$ cat config.mk
export PLATFORM = sky130hd
export DESIGN_NAME = vrc_top
export DESIGN_NICKNAME = d
export VERILOG_FILES = /design/src/verilog/vrc_pkg.sv /design/src/verilog/vrc_top.sv /design/src/verilog/vrc_bias_force.sv
export VERILOG_INCLUDE_DIRS = /design/src /design/src/verilog
export SDC_FILE = /design/constraint.sdc
export NUM_CORES = 1
export LEC_CHECK = 0
export ABC_AREA = 0
export BUFFER_PORTS_ARGS = -buffer_cell sky130_fd_sc_hd__buf_2
export CORE_AREA = 2 2 39 41
export CTS_CLUSTER_SIZE = 20
export DETAILED_ROUTE_END_ITERATION = 10
export DIE_AREA = 0 0 41 43
export GPL_ROUTABILITY_DRIVEN = 0
export PLACE_DENSITY = 0.62
export SLEW_MARGIN = 15
export SYNTH_ARGS = -nofsm -noshare
export SYNTH_HDL_FRONTEND = slang
export SYNTH_SLANG_ARGS = --single-unit
$ cat constraint.sdc
create_clock -name clk -period 1.7 [get_ports clk]
set_clock_uncertainty 0.05 [all_clocks]
set_input_delay 0.255 -clock clk [delete_from_list [all_inputs] [get_ports clk]]
set_output_delay 0.255 -clock clk [all_outputs]
set_load 0.01 [all_outputs]
$ cat src/verilog/vrc_defines.svh
// Constants for the voltage reference control block.
// Assumes inclusion by bare name from files under verilog/.
`ifndef VRC_DEFINES_SVH
`define VRC_DEFINES_SVH

// ----------------------------------------------------------------------
// Register map
// ----------------------------------------------------------------------
`define VRC_ADDR_REFERENCE_CONTROL 8'hD1
`define VRC_RESET_REFERENCE_CONTROL 8'h00
`define VRC_MASK_REFERENCE_CONTROL 8'h0E
`define VRC_READ_IDLE 8'h00

// ----------------------------------------------------------------------
// Field positions
// ----------------------------------------------------------------------
`define VRC_BIT_REF_SOURCE_SELECT 3
`define VRC_BIT_TEMP_SENSOR_ENABLE 2
`define VRC_BIT_BIAS_GENERATOR_ENABLE 1

// ----------------------------------------------------------------------
// Bias demand sources: ADC, temperature sensor, internal oscillator
// ----------------------------------------------------------------------
`define VRC_BIAS_DEMANDS 3

`endif

$ cat src/verilog/vrc_pkg.sv
// Types shared by the voltage reference control block.
// Assumes the defines header is compiled alongside.
package vrc_pkg;

  // ----------------------------------------------------------------------
  // Types
  // ----------------------------------------------------------------------
  typedef logic [7:0] vrc_byte_type;

  // Reference source as seen by the analog mux
  typedef enum logic {
    VRC_SRC_EXT_PIN,
    VRC_SRC_SUPPLY
  } vrc_ref_source_type;

endpackage : vrc_pkg

$ cat src/verilog/vrc_top.sv
// Voltage reference control register and its outputs to the analog side.
// Assumes a plain synchronous register port and enables from peer blocks.
`timescale 1ns/1ps
`include "vrc_defines.svh"

module vrc_top (
  input wire logic clk,
  input wire logic reset,
  input wire logic [7:0] regAddr,
  input wire logic [7:0] regWrData,
  input wire logic regWrEn,
  input wire logic regRdEn,
  output logic [7:0] regRdData,
  input wire logic adcEnable,
  input wire logic oscEnable,
  output logic referenceSourceSelect,
  output logic tempSensorEnable,
  output logic biasGeneratorEnable
);

  // ----------------------------------------------------------------------
  // Decode
  // ----------------------------------------------------------------------
  logic hitCtrl;
  logic wrCtrl;
  logic rdCtrl;
  assign hitCtrl = (regAddr == `VRC_ADDR_REFERENCE_CONTROL);
  assign wrCtrl = regWrEn & hitCtrl;
  assign rdCtrl = regRdEn & hitCtrl;

  // ----------------------------------------------------------------------
  // Control register
  // ----------------------------------------------------------------------
  vrc_pkg::vrc_byte_type ctrl_ff;
  vrc_pkg::vrc_byte_type nxt_ctrl;
  vrc_pkg::vrc_byte_type rdData_ff;
  vrc_pkg::vrc_byte_type nxt_rdData;
  vrc_pkg::vrc_byte_type readView;
  logic biasOn;

  // Unused bits masked at the write, so they never hold a one
  assign nxt_ctrl = wrCtrl ? (regWrData & `VRC_MASK_REFERENCE_CONTROL) : ctrl_ff;

  // Reset to all zero: external pin, sensor off, manual bias off
  always_ff @(posedge clk) begin
    if (reset) begin
      ctrl_ff <= `VRC_RESET_REFERENCE_CONTROL;
    end else begin
      ctrl_ff <= nxt_ctrl;
    end
  end

  // ----------------------------------------------------------------------
  // Outputs to analog side
  // ----------------------------------------------------------------------
  assign referenceSourceSelect = ctrl_ff[`VRC_BIT_REF_SOURCE_SELECT];
  assign tempSensorEnable = ctrl_ff[`VRC_BIT_TEMP_SENSOR_ENABLE];

  // Sensor counts as a bias user too, so its own bit is a demand
  vrc_bias_force #(
    .NUM_DEMANDS(`VRC_BIAS_DEMANDS)
  ) uBiasForce (
    .manualEnable(ctrl_ff[`VRC_BIT_BIAS_GENERATOR_ENABLE]),
    .demands({adcEnable, tempSensorEnable, oscEnable}),
    .biasOn(biasOn)
  );
  assign biasGeneratorEnable = biasOn;

  // ----------------------------------------------------------------------
  // Read path
  // ----------------------------------------------------------------------
  // Bias bit reads its effective value, so a forced bias shows as one
  always_comb begin
    readView = ctrl_ff & `VRC_MASK_REFERENCE_CONTROL;
    readView[`VRC_BIT_BIAS_GENERATOR_ENABLE] = biasOn;
  end
  assign nxt_rdData = rdCtrl ? readView : `VRC_READ_IDLE;

  // Data stands one cycle after the strobe only; zero otherwise
  always_ff @(posedge clk) begin
    if (reset) begin
      rdData_ff <= `VRC_READ_IDLE;
    end else begin
      rdData_ff <= nxt_rdData;
    end
  end
  assign regRdData = rdData_ff;
endmodule : vrc_top

$ cat src/verilog/vrc_bias_force.sv
// OR of the manual bias enable with every dependent peripheral demand.
// Assumes demands are synchronous levels from the same clock domain.
`timescale 1ns/1ps

module vrc_bias_force #(
  parameter int NUM_DEMANDS = 3
) (
  input wire logic manualEnable,
  input wire logic [NUM_DEMANDS-1:0] demands,
  output logic biasOn
);

  // ----------------------------------------------------------------------
  // Forcing term
  // ----------------------------------------------------------------------
  // Any demand overrides the manual bit; purely combinational so the
  // bias follows a peripheral enable in the same cycle
  assign biasOn = manualEnable | (|demands);

endmodule : vrc_bias_force

==> results.txt <==
The proportion of total power due to net switching was 22.5%. The delay of the slowest cell on the worst path is 530 ps. The first-pass GRT wire length was 828 um. By area the synthesized netlist is led by sky130_fd_sc_hd__dfxtp_1 37%, sky130_fd_sc_hd__buf_4 11%, sky130_fd_sc_hd__nand2b_1 11%, sky130_fd_sc_hd__mux2i_1 9.2%, sky130_fd_sc_hd__nor4b_4 7.3%. Adding up every negative setup slack in the final design gives 0 ps. Final HPWL from detailed placement: 529 um. The largest individual stage delay along the critical path comes from the cell sky130_fd_sc_hd__or4_1.

The area of the die is 1760 um2. At the worst endpoint, the arrival time is 1250 ps. The number of H-tree branching levels was 1; the average instance area after synthesis was 10.9 um2.

The slack of the critical path is 144 ps, and the I/O pin count is 33. The critical path goes through or4_1 -> buf_2. The post-route netlist has 53.7% of its cells at a drive strength greater than 1.

The wire length after detailed routing is 615 um. The tools report the count of antenna diodes in the layout as 0. The most common flop cell mapped by yosys is sky130_fd_sc_hd__dfxtp_1.

The total buffers and inverters traversed by the critical path is 1, and the vertical die dimension is 43 um. Across the VDD grid, the largest voltage drop is 0.000134 V. In this run the cell area of the synthesized design comes to 328 um2.

The initial utilization of the core area, before any placement, comes to 23.7%. The worst slack at placement came out at 175 ps. The run finished with clean final reports. No sink is reached through more buffers than the 2 on the longest clock path. The pre-antenna-repair detailed-routing pass consisted of 3 iterations.

The die width is 41 um. Ranked by instance count, the synthesized netlist is headed by 6 x sky130_fd_sc_hd__dfxtp_1, 6 x sky130_fd_sc_hd__nand2b_1, 5 x sky130_fd_sc_hd__buf_4. The sequential power share is 45.3%, and the clock latency on the worst-skew pair is 240 ps. The top cell family by delay on the critical path is simple AND/OR/NAND/NOR gates. The worst min-delay path class was in2reg. Global routing used 7.22% of the available tracks. The number of distinct library cell variants in the gate-level netlist after synthesis is 12. In the synthesized netlist, the number of instances is 30. The tools report the number of antenna violations at the first check in global routing as 0. Library cell occupying the most area in the post-synthesis netlist: sky130_fd_sc_hd__dfxtp_1.

STA classifies the critical path endpoint as a primary output. The total overflow left after global routing is 0. The number of setup violations in the final report came out at 0.

The number of vias per cell after detailed routing was 4.03; the number of nets in the finished design was 78. The share of power burned in the clock network is 42.5%, and the power per cell area is 681 nW/um2. The area added between synthesis and finish is 39.7%, and the largest fanout on the critical path is 4. The number of flip-flops and latches in the synthesized netlist was 6. TritonCTS built the clock tree.

The number of gates resized after CTS was 0. The pin count of the biggest net entering global routing is 8. The analysis attributes to net switching a power of 0.0000702 W.

For the number of setup buffers added after CTS, the log shows 0. Clock-pin slew on the worst setup and hold paths: 50 ps. The routed wire length per instance was 8.79 um.

Combinational logic is responsible for 12.2% of the overall power. The number of filler cells placed in the layout was 162; the share of synthesized registers carrying an async set or reset was 0%. Across the run, the number of max-cap violations was 0. The tools report the post-detailed-route count of antenna-violating nets as 0. The critical path class was reg2out.

The count of routing violations after the opening detailed-route iteration was 2; the clock period minus final worst setup slack was 1560 ps. The portion of synthesized cell area occupied by the leading cell type was 36.6%. Detailed routing inserted a total of 282 vias.

Input and output buffers added on the ports amount to 22. Data on the critical path is required at its endpoint by 1390 ps. Counting the buffers created by CTS gives 3. The run gives 0 as the count of final max-slew check failures. The post-route clock period utilization came out at 91.5%.

The number of buffers inserted by hold repair at cts came out at 0. Sequential cells were found to cover 36.6% of the synthesized design area. Setup repair after global routing left no endpoint under its margin. The number of flops mapped to enable cells by yosys was 0. The tools report the clock tree root buffer cell as sky130_fd_sc_hd__clkbuf_4.

The floorplan has 14 rows. Once layout is complete, the utilization of the core stands at 33.1%. The analysis attributes to cell leakage a power of 0.235 nW. During synthesis, Yosys emitted a total of 0 warnings. For the number of clock sinks, the log shows 6. STA classifies the critical path startpoint as a flip-flop. The number of global-route vias before repair was 234.

The logs give 0.000242 W for the total internal power and 1380 um2 for the total core area. For this run, design rule violations remaining after detail routing come to 0. The final hold violation count was 0; the highest attainable clock frequency was 643 MHz.
## power by group through the flow
stage / logic [W] / clock network, W / registers (W)
finish: 0.0000381 / 0.000133 / 0.000141
global route: 0.0000421 / 0.000147 / 0.000141
floorplan: 0.0000251 / 0 / 0.000144
CTS: 0.0000386 / 0.000139 / 0.000141
global placement: 0.0000376 / 0 / 0.000144
detailed placement: 0.0000385 / 0 / 0.000144
## layout make-up
cell class,instances,area [um2],area share [%]
Clock buffer,3,22.5,4.92
Sequential cell,6,120,26.2
Tap cell,16,20.0,4.37
Inverter,1,3.75,0.820
Multi-Input combinational cell,22,181,39.6
Timing Repair Buffer,22,110,24.0
## per-layer routing
| metal | vias to the layer above | share of wire (%) | GRT usage, % |
|---|---|---|---|
| met1 | 122 | 36 | 6.09 |
| met3 | 0 | 15 | 1.57 |
| met4 | 0 | 0 | 8.00 |
| li1 | 141 | - | - |
| met5 | - | 0 | 0 |
| met2 | 19 | 49 | 11.9 |
## metrics by stage
| stage | instance area, um2 | hold WS (ps) | power (W) | cells |
|---|---|---|---|---|
| after CTS | 458 | 212 | 0.000318 | 70 |
| after global routing | 458 | 227 | 0.000330 | 70 |
| final | 458 | 215 | 0.000312 | 70 |
| after global placement | 435 | 413 | 0.000182 | 67 |
| after detailed placement | 435 | 420 | 0.000182 | 67 |
| after floorplan | 343 | 360 | 0.000169 | 34 |
## worst paths after layout
| path | cells after the start | to | from | slack, ps |
|---|---|---|---|---|
| min | 3 | ctrl_ff[3] | regWrData[3] | 220 |
| max | 2 | biasGeneratorEnable | ctrl_ff[2] | 140 |
| max reg2reg | 2 | regRdData[1] | ctrl_ff[2] | 540 |
| min reg2reg | 2 | ctrl_ff[1] | ctrl_ff[1] | 430 |
## placed cells by master (no fill, tap or decap)
master                     netlist  final
sky130_fd_sc_hd__nand2b_1        6      6
sky130_fd_sc_hd__mux2i_1         3      3
sky130_fd_sc_hd__nor4b_4         1      1
sky130_fd_sc_hd__conb_1          1      5
sky130_fd_sc_hd__dfxtp_1         6      6
sky130_fd_sc_hd__or4_1           1      1
sky130_fd_sc_hd__or4b_4          1      1
sky130_fd_sc_hd__and2_1          3      3
sky130_fd_sc_hd__nand4b_2        1      1
sky130_fd_sc_hd__nor3_4          1      1
sky130_fd_sc_hd__clkbuf_4        0      3
sky130_fd_sc_hd__inv_1           1      1
sky130_fd_sc_hd__buf_2           0     22
## logic make-up after synthesis
family,count (synthesis),synth area share [%]
other,1,1.14
and+or+nand+nor,14,40.5
buffers and inverters,6,12.6
DFF,6,36.6
muxes,3,9.16
## flip-flops by register name, summed over array words and instances, names as in the netlist
signal and cells:
ctrl_ff 3, regRdData 3
## worst reg2reg max path, cell delays in order, from the launching register on
cell                      delay [ps]
sky130_fd_sc_hd__dfxtp_1         320
sky130_fd_sc_hd__or4_1           530
sky130_fd_sc_hd__and2_1          160
(Power assumes the default switching activity.)
